File: src/rtl/serial_port_pkg.sv
// constants for the byte-wide asynchronous serial port: offsets, fields, resets, rates
// assumes a 16-bit register port and one system clock feeding all logic
// Functional notes
// - the enable bit runs the port when 1, and when 0 stops it and hands both pins back to gpio
// - every bit rate is derived from the system clock so the average rate is exact
// - the prescale bit at 1 divides the selected rate by eight, at 0 the plain rate applies
// - without prescale codes 0..7 give 115.2 57.6 38.4 28.8 19.2 14.4 9.6 7.2 kilobaud
// - with prescale codes 0..7 give 14.4 7.2 4.8 3.6 2.4 1.8 1.2 0.9 kilobaud
// - flags bit 1 shows a waiting received byte and clears when the data register is read
// - a full receive buffer raises processor interrupt 5 while the serial enable is set
// - flags bit 0 goes to 1 as soon as a byte is written for sending
// - flags bit 0 returns to 0 once that byte has been fully shifted out
// - an empty transmit buffer raises processor interrupt 4 while the enable bit and the serial enable are both set
// - a write to the data register while flags bit 0 is 0 loads the byte and starts sending it on the transmit pin; the code also needs the enable bit at 1
// - the data register carries the byte in bits 7..0 and its upper bits read as zero
// - the flags register is read only and writes never change its flags
package serial_port_pkg;
   localparam int SYS_CLK_HZ = 100_000_000;
   localparam int RATE_UNIT_HZ = 100;
   localparam int OVERSAMPLE = 16;
   localparam int PRESCALE_FACTOR = 8;
   localparam logic [3:0] SAMPLE_MID = 4'h7;
   localparam logic [3:0] BIT_LAST_TICK = 4'hF;
   localparam logic [2:0] LAST_DATA_BIT = 3'h7;
   localparam logic [15:0] CTRL_OFF = 16'hC0E0;
   localparam logic [15:0] FLAGS_OFF = 16'hC0E2;
   localparam logic [15:0] BYTE_OFF = 16'hC0E4;
   localparam logic [15:0] EVT_STAT_OFF = 16'hC100;
   localparam logic [15:0] EVT_MASK_OFF = 16'hC102;
   localparam logic [15:0] CTRL_RESET = 16'h0007;
   localparam int CTRL_EN_BIT = 0;
   localparam int CTRL_BAUD_LSB = 1;
   localparam int CTRL_BAUD_MSB = 3;
   localparam int CTRL_DIVIDE_BY_EIGHT_PRESCALE_BIT = 4;
   localparam int FLAG_TX_FULL_BIT = 0;
   localparam int FLAG_RX_FULL_BIT = 1;
   localparam int EVT_W = 4;
   localparam int EVT_RX_DONE = 0;
   localparam int EVT_TX_DONE = 1;
   localparam int EVT_OVERRUN = 2;
   localparam int EVT_FRAME = 3;
   localparam logic [EVT_W-1:0] EVT_MASK_RESET = 4'h0;
   // rates in units of RATE_UNIT_HZ, indexed by the baud code
   localparam logic [10:0] BAUD_UNITS [0:7] = '{11'd1152, 11'd576, 11'd384, 11'd288,
                                                 11'd192, 11'd144, 11'd96, 11'd72};
endpackage : serial_port_pkg

File: src/rtl/baud_nco.sv
// fractional rate generator giving one oversample tick per sixteenth of a bit
// assumes the clock rate is a multiple of RATE_UNIT_HZ
`timescale 1ns/10ps
module baud_nco #(
   parameter int CLK_HZ = serial_port_pkg::SYS_CLK_HZ
) (
   input wire logic clk_sys,
   input wire logic arst_n,
   input wire logic run,
   input wire logic [2:0] baud_sel,
   input wire logic divide_by_eight_prescale,
   output logic tick
);
   import serial_port_pkg::*;
   localparam logic [20:0] MODULUS = 21'(CLK_HZ / RATE_UNIT_HZ);
   localparam int FULL_STEP = OVERSAMPLE;
   localparam int SLOW_STEP = OVERSAMPLE / PRESCALE_FACTOR;
   logic [20:0] acc_reg;
   logic [20:0] acc_next;
   logic [20:0] inc;
   logic [20:0] sum;
   always_comb
   begin
      if (divide_by_eight_prescale)
         inc = 21'(BAUD_UNITS[baud_sel]) * 21'(SLOW_STEP);
      else
         inc = 21'(BAUD_UNITS[baud_sel]) * 21'(FULL_STEP);
      sum = acc_reg + inc;
      if (sum >= MODULUS)
         acc_next = sum - MODULUS;
      else
         acc_next = sum;
   end
   always_ff @(posedge clk_sys or negedge arst_n)
   begin
      if (!arst_n)
         acc_reg <= 21'h000000;
      else if (!run)
         acc_reg <= 21'h000000;
      else
         acc_reg <= acc_next;
   end
   always_ff @(posedge clk_sys or negedge arst_n)
   begin
      if (!arst_n)
         tick <= 1'b0;
      else
         tick <= run && (sum >= MODULUS);
   end
endmodule : baud_nco

File: src/rtl/embedded_uart_port.sv
// serial port top: register port, transmitter, receiver, pin hand-over, interrupts
// assumes one clock, the gpio block supplies pin 28 drive when the port is off
`timescale 1ns/10ps
module embedded_uart_port #(
   parameter int CLK_HZ = serial_port_pkg::SYS_CLK_HZ
) (
   input wire logic clk_sys,
   input wire logic arst_n,
   input wire logic [15:0] reg_addr,
   input wire logic [15:0] reg_wdata,
   input wire logic reg_wr,
   input wire logic reg_rd,
   output logic [15:0] reg_rdata,
   input wire logic sys_uart_irq_en,
   output logic irq_tx_empty,
   output logic irq_rx_full,
   output logic irq_event,
   input wire logic gpio_28_out_alt,
   input wire logic gpio_28_oe_alt,
   output logic general_io_pin_28_out,
   output logic general_io_pin_28_oe,
   input wire logic general_io_pin_27_in,
   output logic port_owns_pins
);
   import serial_port_pkg::*;

   typedef enum logic [3:0] {
      TX_IDLE = 4'b0001,
      TX_START = 4'b0010,
      TX_DATA = 4'b0100,
      TX_STOP = 4'b1000
   } tx_state_e;
   typedef enum logic [3:0] {
      RX_IDLE = 4'b0001,
      RX_START = 4'b0010,
      RX_DATA = 4'b0100,
      RX_STOP = 4'b1000
   } rx_state_e;

   logic ctrl_en_reg, divide_by_eight_prescale_reg, tick, rx_meta_reg, rx_sync_reg;
   logic [2:0] baud_sel_reg;
   tx_state_e tx_state_reg;
   rx_state_e rx_state_reg;
   logic [3:0] tx_tick_reg, rx_tick_reg;
   logic [2:0] tx_bit_reg, rx_bit_reg;
   logic [7:0] tx_shift_reg, rx_shift_reg, rx_byte_reg;
   logic tx_line_reg, tx_full_reg, tx_done, rx_full_reg, rx_done, rx_frame_err;
   logic [EVT_W-1:0] evt_stat_reg, evt_mask_reg, evt_set;
   logic [15:0] rd_mux;
   logic ctrl_wr, byte_wr, byte_rd, stat_wr, mask_wr, tx_load, tx_bit_end, rx_bit_end;

   assign ctrl_wr = reg_wr && (reg_addr == CTRL_OFF);
   assign byte_wr = reg_wr && (reg_addr == BYTE_OFF);
   assign byte_rd = reg_rd && (reg_addr == BYTE_OFF);
   assign stat_wr = reg_wr && (reg_addr == EVT_STAT_OFF);
   assign mask_wr = reg_wr && (reg_addr == EVT_MASK_OFF);
   assign tx_load = byte_wr && ctrl_en_reg && !tx_full_reg;
   assign tx_bit_end = tick && (tx_tick_reg == BIT_LAST_TICK);
   assign rx_bit_end = tick && (rx_tick_reg == BIT_LAST_TICK);

   // control register, only defined fields are kept
   always_ff @(posedge clk_sys or negedge arst_n)
   begin
      if (!arst_n)
      begin
         ctrl_en_reg <= CTRL_RESET[CTRL_EN_BIT];
         baud_sel_reg <= CTRL_RESET[CTRL_BAUD_MSB:CTRL_BAUD_LSB];
         divide_by_eight_prescale_reg <= CTRL_RESET[CTRL_DIVIDE_BY_EIGHT_PRESCALE_BIT];
      end
      else if (ctrl_wr)
      begin
         ctrl_en_reg <= reg_wdata[CTRL_EN_BIT];
         baud_sel_reg <= reg_wdata[CTRL_BAUD_MSB:CTRL_BAUD_LSB];
         divide_by_eight_prescale_reg <= reg_wdata[CTRL_DIVIDE_BY_EIGHT_PRESCALE_BIT];
      end
   end

   baud_nco #(
      .CLK_HZ(CLK_HZ)
   ) u_nco (
      .clk_sys(clk_sys),
      .arst_n(arst_n),
      .run(ctrl_en_reg),
      .baud_sel(baud_sel_reg),
      .divide_by_eight_prescale(divide_by_eight_prescale_reg),
      .tick(tick)
   );

   // receive pin synchroniser
   always_ff @(posedge clk_sys or negedge arst_n)
   begin
      if (!arst_n)
      begin
         rx_meta_reg <= 1'b1;
         rx_sync_reg <= 1'b1;
      end
      else
      begin
         rx_meta_reg <= general_io_pin_27_in;
         rx_sync_reg <= rx_meta_reg;
      end
   end

   // transmitter
   always_ff @(posedge clk_sys or negedge arst_n)
   begin
      if (!arst_n)
      begin
         tx_state_reg <= TX_IDLE;
         tx_tick_reg <= 4'h0;
         tx_bit_reg <= 3'h0;
         tx_shift_reg <= 8'h00;
         tx_line_reg <= 1'b1;
      end
      else if (!ctrl_en_reg)
      begin
         tx_state_reg <= TX_IDLE;
         tx_tick_reg <= 4'h0;
         tx_bit_reg <= 3'h0;
         tx_line_reg <= 1'b1;
      end
      else
      begin
         if (tick)
            tx_tick_reg <= tx_tick_reg + 4'h1;
         unique case (tx_state_reg)
            TX_IDLE:
            begin
               if (tx_load)
               begin
                  tx_shift_reg <= reg_wdata[7:0];
                  tx_tick_reg <= 4'h0;
                  tx_bit_reg <= 3'h0;
                  tx_line_reg <= 1'b0;
                  tx_state_reg <= TX_START;
               end
            end
            TX_START:
            begin
               if (tx_bit_end)
               begin
                  tx_line_reg <= tx_shift_reg[0];
                  tx_state_reg <= TX_DATA;
               end
            end
            TX_DATA:
            begin
               if (tx_bit_end)
               begin
                  tx_bit_reg <= tx_bit_reg + 3'h1;
                  tx_shift_reg <= {1'b0, tx_shift_reg[7:1]};
                  if (tx_bit_reg == LAST_DATA_BIT)
                  begin
                     tx_line_reg <= 1'b1;
                     tx_state_reg <= TX_STOP;
                  end
                  else
                     tx_line_reg <= tx_shift_reg[1];
               end
            end
            TX_STOP:
            begin
               if (tx_bit_end)
                  tx_state_reg <= TX_IDLE;
            end
         endcase
      end
   end

   assign tx_done = ctrl_en_reg && (tx_state_reg == TX_STOP) && tx_bit_end;

   // transmit-full flag
   always_ff @(posedge clk_sys or negedge arst_n)
   begin
      if (!arst_n)
         tx_full_reg <= 1'b0;
      else if (tx_load)
         tx_full_reg <= 1'b1;
      else if (tx_done || !ctrl_en_reg)
         tx_full_reg <= 1'b0;
   end

   // receiver
   always_ff @(posedge clk_sys or negedge arst_n)
   begin
      if (!arst_n)
      begin
         rx_state_reg <= RX_IDLE;
         rx_tick_reg <= 4'h0;
         rx_bit_reg <= 3'h0;
         rx_shift_reg <= 8'h00;
      end
      else if (!ctrl_en_reg)
      begin
         rx_state_reg <= RX_IDLE;
         rx_tick_reg <= 4'h0;
         rx_bit_reg <= 3'h0;
      end
      else
      begin
         unique case (rx_state_reg)
            RX_IDLE:
            begin
               if (tick && !rx_sync_reg)
               begin
                  rx_tick_reg <= 4'h0;
                  rx_bit_reg <= 3'h0;
                  rx_state_reg <= RX_START;
               end
            end
            RX_START:
            begin
               if (tick)
               begin
                  rx_tick_reg <= rx_tick_reg + 4'h1;
                  if (rx_tick_reg == SAMPLE_MID)
                  begin
                     rx_tick_reg <= 4'h0;
                     if (rx_sync_reg)
                        rx_state_reg <= RX_IDLE;
                     else
                        rx_state_reg <= RX_DATA;
                  end
               end
            end
            RX_DATA:
            begin
               if (tick)
                  rx_tick_reg <= rx_tick_reg + 4'h1;
               if (rx_bit_end)
               begin
                  rx_shift_reg <= {rx_sync_reg, rx_shift_reg[7:1]};
                  rx_bit_reg <= rx_bit_reg + 3'h1;
                  if (rx_bit_reg == LAST_DATA_BIT)
                     rx_state_reg <= RX_STOP;
               end
            end
            RX_STOP:
            begin
               if (tick)
                  rx_tick_reg <= rx_tick_reg + 4'h1;
               if (rx_bit_end)
                  rx_state_reg <= RX_IDLE;
            end
         endcase
      end
   end

   assign rx_done = ctrl_en_reg && (rx_state_reg == RX_STOP) && rx_bit_end && rx_sync_reg;
   assign rx_frame_err = ctrl_en_reg && (rx_state_reg == RX_STOP) && rx_bit_end && !rx_sync_reg;

   // received byte holder and receive-full flag, a new byte wins over a read
   always_ff @(posedge clk_sys or negedge arst_n)
   begin
      if (!arst_n)
      begin
         rx_byte_reg <= 8'h00;
         rx_full_reg <= 1'b0;
      end
      else if (rx_done)
      begin
         rx_byte_reg <= rx_shift_reg;
         rx_full_reg <= 1'b1;
      end
      else if (byte_rd)
         rx_full_reg <= 1'b0;
   end

   // sticky events, write one to clear, a new event wins over the clear
   always_comb
   begin
      evt_set = '0;
      evt_set[EVT_RX_DONE] = rx_done;
      evt_set[EVT_TX_DONE] = tx_done;
      evt_set[EVT_OVERRUN] = rx_done && rx_full_reg && !byte_rd;
      evt_set[EVT_FRAME] = rx_frame_err;
   end

   always_ff @(posedge clk_sys or negedge arst_n)
   begin
      if (!arst_n)
         evt_stat_reg <= '0;
      else if (stat_wr)
         evt_stat_reg <= (evt_stat_reg & ~reg_wdata[EVT_W-1:0]) | evt_set;
      else
         evt_stat_reg <= evt_stat_reg | evt_set;
   end

   always_ff @(posedge clk_sys or negedge arst_n)
   begin
      if (!arst_n)
         evt_mask_reg <= EVT_MASK_RESET;
      else if (mask_wr)
         evt_mask_reg <= reg_wdata[EVT_W-1:0];
   end

   // read path, writes to the flags offset decode to nothing
   always_comb
   begin
      rd_mux = 16'h0000;
      unique case (reg_addr)
         CTRL_OFF:
         begin
            rd_mux[CTRL_EN_BIT] = ctrl_en_reg;
            rd_mux[CTRL_BAUD_MSB:CTRL_BAUD_LSB] = baud_sel_reg;
            rd_mux[CTRL_DIVIDE_BY_EIGHT_PRESCALE_BIT] = divide_by_eight_prescale_reg;
         end
         FLAGS_OFF:
         begin
            rd_mux[FLAG_TX_FULL_BIT] = tx_full_reg;
            rd_mux[FLAG_RX_FULL_BIT] = rx_full_reg;
         end
         BYTE_OFF:
            rd_mux[7:0] = rx_byte_reg;
         EVT_STAT_OFF:
            rd_mux[EVT_W-1:0] = evt_stat_reg;
         EVT_MASK_OFF:
            rd_mux[EVT_W-1:0] = evt_mask_reg;
         default:
            rd_mux = 16'h0000;
      endcase
   end

   always_ff @(posedge clk_sys or negedge arst_n)
   begin
      if (!arst_n)
         reg_rdata <= 16'h0000;
      else if (reg_rd)
         reg_rdata <= rd_mux;
      else
         reg_rdata <= 16'h0000;
   end

   // interrupts and pin hand-over
   assign irq_rx_full = rx_full_reg && sys_uart_irq_en;
   assign irq_tx_empty = ctrl_en_reg && !tx_full_reg && sys_uart_irq_en;
   assign irq_event = |(evt_stat_reg & evt_mask_reg);
   assign general_io_pin_28_out = ctrl_en_reg ? tx_line_reg : gpio_28_out_alt;
   assign general_io_pin_28_oe = ctrl_en_reg ? 1'b1 : gpio_28_oe_alt;
   assign port_owns_pins = ctrl_en_reg;
endmodule : embedded_uart_port

File: config.mk
export PLATFORM = sky130hd
export DESIGN_NAME = embedded_uart_port
export DESIGN_NICKNAME = d
export VERILOG_FILES = /design/src/rtl/serial_port_pkg.sv /design/src/rtl/baud_nco.sv /design/src/rtl/embedded_uart_port.sv
export SDC_FILE = /design/constraint.sdc
export NUM_CORES = 1
export LEC_CHECK = 0
export BUFFER_PORTS_ARGS = -buffer_cell sky130_fd_sc_hd__buf_4
export CORE_ASPECT_RATIO = 0.8
export CORE_MARGIN = 2
export CORE_UTILIZATION = 40
export CTS_CLUSTER_SIZE = 12
export DETAILED_ROUTE_END_ITERATION = 8
export PLACE_DENSITY = 0.65
export SYNTH_ARGS = -nofsm -noshare
export SYNTH_HDL_FRONTEND = slang
export SYNTH_SLANG_ARGS = --single-unit
File: constraint.sdc
create_clock -name clk_sys -period 4.4 [get_ports clk_sys]
set_clock_uncertainty 0.15 [all_clocks]
set_input_delay 0.88 -clock clk_sys [delete_from_list [all_inputs] [get_ports clk_sys]]
set_output_delay 0.88 -clock clk_sys [all_outputs]
set_load 0.05 [all_outputs]
# Word-level counts from Yosys, hierarchy flattened
# Memory sizes are Yosys's and may differ from the RTL's.
# Cells that the tools add are included.
totals:
  regBits: 102
  rom_bits: 88
  word_cells: 172
  memories: 1
mem_list:
  columns: ["memory", "words", "width", "read_ports", "rd_clocked_by_memory_dff", "wr", "line", "source"]
  rows:
  - ["(name not given)", 8, 11, 1, 0, 0, "baud_nco.sv:25", "inc = 21'(BAUD_UNITS[baud_sel]) * 21'(SLOW_STEP);"]
op_classes:
  n_addsub: 6
  n_lt_le_gt_ge: 2
  n_eq_ne: 35
  n_mux: 60
  bitwise: 6
  n_reduce_logical: 40
op_table:
  columns: ["op", "count"]
  rows:
  - ["$mux W4", 23]
  - ["$eq A16 B16 Y1 const B", 5]
  - ["$mux W21", 2]
  - ["$pmux W4 S4", 2]
  - ["$ne A3 B3 Y1 const B", 10]
  - ["$mux W3", 8]
  - ["$mux W8", 3]
  - ["$logic_and A1 B1 Y1", 22]
  - ["$mux W11", 2]
  - ["$add A21 B15 Y21", 1]
  - ["$ge A21 B20 Y1 const B", 1]
  - ["$sub A21 B20 Y21 const B", 1]
  - ["$eq A4 B4 Y1 const B", 4]
  - ["$pmux W8 S2", 1]
  - ["$mux W15", 1]
  - ["$eq A4 B3 Y1 const B", 3]
  - ["$pmux W3 S2", 2]
  - ["$pmux W4 S3", 1]
  - ["$reduce_and A3 Y1", 4]
  - ["$mux W1", 11]
  - ["$pmux W2 S5", 1]
  - ["$add A4 B1 Y4 const B", 2]
  - ["$and A4 B4 Y4", 2]
  - ["$eq A4 B1 Y1 const B", 2]
  - ["other kinds (22)", 35]

# Depth between registers and ports, before layout
logic_depth:
  word_depth: 9
  ltp_mapped: 19

# Hierarchy
# From an unflattened synthesis, not the netlist that was laid out.
hier_totals:
  cells_unflattened: 642
  area_unflattened_um2: 5987.0
by_module_without_submodules:
  columns: ["module", "n_inst", "cells_each", "area_each_um2"]
  rows:
  - ["embedded_uart_port", 1, 357, 3732.3]
  - ["baud_nco", 1, 285, 2254.7]

# Worst setup path before layout
# OpenSTA, ideal clock, no wires.
synth_path:
  path_kind: "register to register"
  start: "reg baud_sel_reg[0]"
  end: "reg u_nco.acc_reg[11]"
  arrival_ns: 3.530
  required_time_ns: 4.110
  path_slack_ns: 0.581
  path_stages_with_launch: 17
  n_path_buf: 2
  cell_sequence: "dfstp_2 clkbuf_1 nand3_1 nor2_1 ha_1 inv_1 fa_1 nand2b_1 a21oi_2 o211ai_2 and2_4 nor4_2 xor2_1 a21oi_2 buf_4 o311ai_0 o41ai_1"
synth_via:
  elab_chain_cells: 9
  word_cells_on_any_way: 10
synth_rtl:
  columns: ["element", "line", "source"]
  rows:
  - ["start, declared", "embedded_uart_port.sv:41", "logic [2:0] baud_sel_reg;"]
  - ["start signal, assigned", "embedded_uart_port.sv:67", "baud_sel_reg <= CTRL_RESET[CTRL_BAUD_MSB:CTRL_BAUD_LSB];"]
  - ["start signal, assigned", "embedded_uart_port.sv:73", "baud_sel_reg <= reg_wdata[CTRL_BAUD_MSB:CTRL_BAUD_LSB];"]
  - ["$not A3 Y4 (not written as such) *", "baud_nco.sv:25, baud_nco.sv:27", null]
  - ["$mem_v2 Z8 W11 *", null, null]
  - ["$mux W11 (not written as such) * (2 in series)", "baud_nco.sv:25", null]
  - ["$mux W15 *", "baud_nco.sv:24", "if (divide_by_eight_prescale)"]
  - ["$add A21 B15 Y21 *", "baud_nco.sv:28", "sum = acc_reg + inc;"]
  - ["$sub A21 B20 Y21 / $ge A21 B20 Y1 (equally long branches)", "baud_nco.sv:30, baud_nco.sv:29", null]
  - ["$mux W21 *", "baud_nco.sv:29", "if (sum >= MODULUS)"]
  - ["$mux W21 *", "baud_nco.sv:38", "else if (!run)"]
  - ["end signal, assigned", "baud_nco.sv:41", "acc_reg <= acc_next;"]
  - ["end, declared", "baud_nco.sv:18", "logic [20:0] acc_reg;"]
# Mark *: on every way between the ends. The rest lies on a longest branch, timed or not. The select of a mux whose other input is x is not followed.
# A chain may end at the register's enable or synchronous reset.

# Worst setup path after layout
# Ends and elaborated chain as after synthesis.

==> results.md <==
* Status: finished clean
* Met1 WL at roughly 6000 um
* CP Data Required Time at 4.48 ns
* Initial antenna violation count at 0
* I/O Pins at 62
* Root Buffer: clkbuf_16
* Hold path start: rx_meta_reg
* Nets at approximately 680
* Clk_lat worst skew at between 0.3 and 0.4 ns
* CP max FO at 12
* Dpl hpwl at between 9000 and 10,000 um
* Met3 wire len at ~600 um
* Syn Area/Cell at between 9 and 10 um2
* Synth top cells by count: 82 x dfrtp_1, 67 x nand2_1, 43 x nor2_1
* Top-area cell type share of the netlist area at 37.9%
* Largest net degree at the start of global routing at about 70
* Post-DRT Antenna Nets at 0
* Post-route DRC violation count at 0
* Pwr dens at between 200 and 300 nW/um2
* Cell Rows at 38
* First-pass GRT wire length at slightly above 20,000 um
* Worst Hold Depth at 0
* Layout cell share with drive strength beyond 1 at between 20% and 30%
* CTS HTree Levels at 3
* Max Cap Violations at 0
* Mux contribution to synthesized area at 7.64%
* Hold crit path type: reg -> reg
* CP max stage delay at 0.64 ns
* Sequential-to-total area share from yosys stat at 41.7%
* RR Endpoint: u_nco.acc_reg[11]
* Leak at roughly 2.8 nW
* Vias at around 4,400
* Top_reg_cell synth: dfrtp_1
* Cts bufs inserted at 9
* Pwr Total at roughly 1.7 mW
* Clock sinks at 90
* Synth Cell Area at between 5000 and 6000 um2
* Synth warn at 0
* Fin. max-slew vios at 0
* Setup TNS at 0 ns
* Area of the die at about 15,000 um2
* Synth top area cells: dfrtp_1 38%, mux2_2 5.6%, nand2_1 4.6%
* Die height at 108 um
* Simple logic cell fraction of the synthesized area at 20.8%
* Main combinational cell family by area after synthesis: simple AND/OR/NAND/NOR gates
* Synth Register Bits at 90
* EDFF count, synth at 0
* Final wirelength at 12,200 um
* Final period utilization at about 95%
* Most frequent cell after synthesis: dfrtp_1
* N_diodes at 0
* Peak VDD IR at between 0.00015 and 0.0002 V
* Slowest-stage cell, CP: dfstp_2
* Worst-path cell chain: nand3_1 > nor2_1 > ha_1 > inv_1 > fa_1 > nand2b_1 > o22a_1 > a211oi_2 > a21bo_1 > a2111oi_2 > o21ai_1 > a21oi_2 > buf_4 > o311ai_0 > o41ai_1
* Routed len/inst at about 15 um
* Post-Synth XOR/XNOR Area at approximately 2.9%
* R2R Setup Slk at 0.22 ns
* Dominant cell type by area after synthesis: dfrtp_1
* Max Used Layer: met4
* Startpoint types: flop
* Met2 wire len at roughly 5600 um
* Least-Margin Pin Slew at 0.901 ns
* Clock Path Buffers at 2
* DIE WIDTH at approximately 130 um
* Max FFs per register at 17
* Area Growth Syn to Fin at 16.0%
* Clock transition at path regs at around 0.070 ns
* DR pass1 iterations at 5
* CORE AREA at around 13,000 um2
* Initial core utilization at between 40% and 50%
* CTS tree: yes
* Total global routing overflow at 0
* Register-to-Register Path Depth at 15
* Reg-to-reg startpoint: baud_sel_reg[0]
* Final Non-Filler Cells at around 800
* IO buf count at 45
* Unrepaired setup endpoints after global routing: no
* CTS Hold Bufs at 0
* Max-slew headroom at about two fifths
* CP top delay family: compound AO/OA/AOI/OAI gates
* Initial detailed-routing violation count at 310
* Setup crit end kind: flop
* Synth Area in Compound Gates at approximately 18%
* FFs w/ async S/R, synth at 100%
* Buf+Inv Stages, Crit Path at 2
* DP Cell Count at 784
* Routability-driven placement congestion ratio at roughly 0.90
* Critical Path AT at 4.26 ns
* Syn Inst Count at 570
* Adder-cell share of the synthesized area at 4.76%
* Synth cell types at between 70 and 80
* Setup-failing EPs final at 0
* Endpoint, Worst Hold: rx_sync_reg
* Vias in the first global route at 4,239
* GR Util All Layers at approximately 18%
* Worst slack at placement at 0.136 ns
* Vias per inst at 5.52
* Hold Vio Cnt, Final at 0
* Fin crit period at ~4.2 ns
* Worst setup margin at about 0.22 ns
* CP Class: reg -> reg
* F_max at around 240 MHz
==> worst max path at each step <==
stage               startpoint                end  slack (ns)  cells past startpoint
6_report       baud_sel_reg[0]  u_nco.acc_reg[11]        0.22                     15
5_1_grt        baud_sel_reg[0]   u_nco.acc_reg[9]        0.01                     15
4_1_cts        baud_sel_reg[0]  u_nco.acc_reg[12]        0.13                     15
3_5_place_dp   baud_sel_reg[0]  u_nco.acc_reg[12]        0.14                     15
3_3_place_gp   baud_sel_reg[0]  u_nco.acc_reg[12]        0.24                     15
2_1_floorplan  baud_sel_reg[0]  u_nco.acc_reg[11]        0.58                     16
==> routing by layer <==
metal	GRT usage (%)	vias up
met1	24.2	2130
met5	0	-
li1	-	2162
met3	4.17	13
met4	3.98	0
met2	28.1	115
==> cells by family after synthesis <==
group | after synthesis
other cells | 1
flops | 90
mux | 38
xor+xnor | 18
buf+inv | 47
simple gates | 218
compound gates | 138
fa+ha+maj | 20
==> through the flow <==
step	instance area (um2)	utilization, %	hold WS (ns)
finish	6290	46.9	0.200
global route	6290	46.9	0.206
CTS	6250	46.6	0.204
detailed placement	5960	44.4	0.199
global placement	5960	44.4	0.197
floorplan	5450	-	0.195
==> final cells by class <==
cell class / instances / area [um2]
Multi-Input combinational cell: 440 / 3010
Fill cell: 1277 / 7120
Sequential cell: 90 / 2260
Clock inverter: 6 / 53.8
Timing Repair Buffer: 56 / 420
Clock buffer: 10 / 239
Tap cell: 180 / 225
Inverter: 19 / 71.3
==> worst reg2reg max path: cells and delay by family, from the launching register on <==
kind,cells,cell delay (ns)
AOI/OAI and AO/OA,8,1.95
and+or+nand+nor,3,0.46
DFF,1,0.64
buffers and inverters,2,0.29
adders and majority gates,2,0.59
==> what timing repair did <==
item,4_1_cts,5_1_grt
endpoints found under the setup margin,0,10
gates resized for setup,0,7
buffers inserted,0,1
==> power by group <==
group	switching [mW]	total, mW	internal [mW]
registers	0.000978	0.830	0.829
clock network	0.349	0.760	0.410
logic	0.0489	0.0728	0.0239
==> cells in the final DEF, fill, tap and decap left out, types with 5 or more instances in the layout <==
master	count
xnor2_1	11
nor2_1	43
clkbuf_16	9
o21ai_1	6
a21o_1	6
a22oi_1	8
o211ai_1	5
nand2_1	67
inv_1	19
ha_1	18
nand3b_1	7
nor3_1	13
o21ai_0	35
nor2b_1	6
dfrtp_1	82
or3_1	6
nor4_1	7
and3_1	8
dfstp_2	8
mux2_2	27
mux2i_1	11
and2_1	7
nand3_1	18
nand2b_1	9
buf_4	56
a21oi_1	20
xor2_1	7
conb_1	8
No activity file was read; power rests on OpenSTA's default activity.
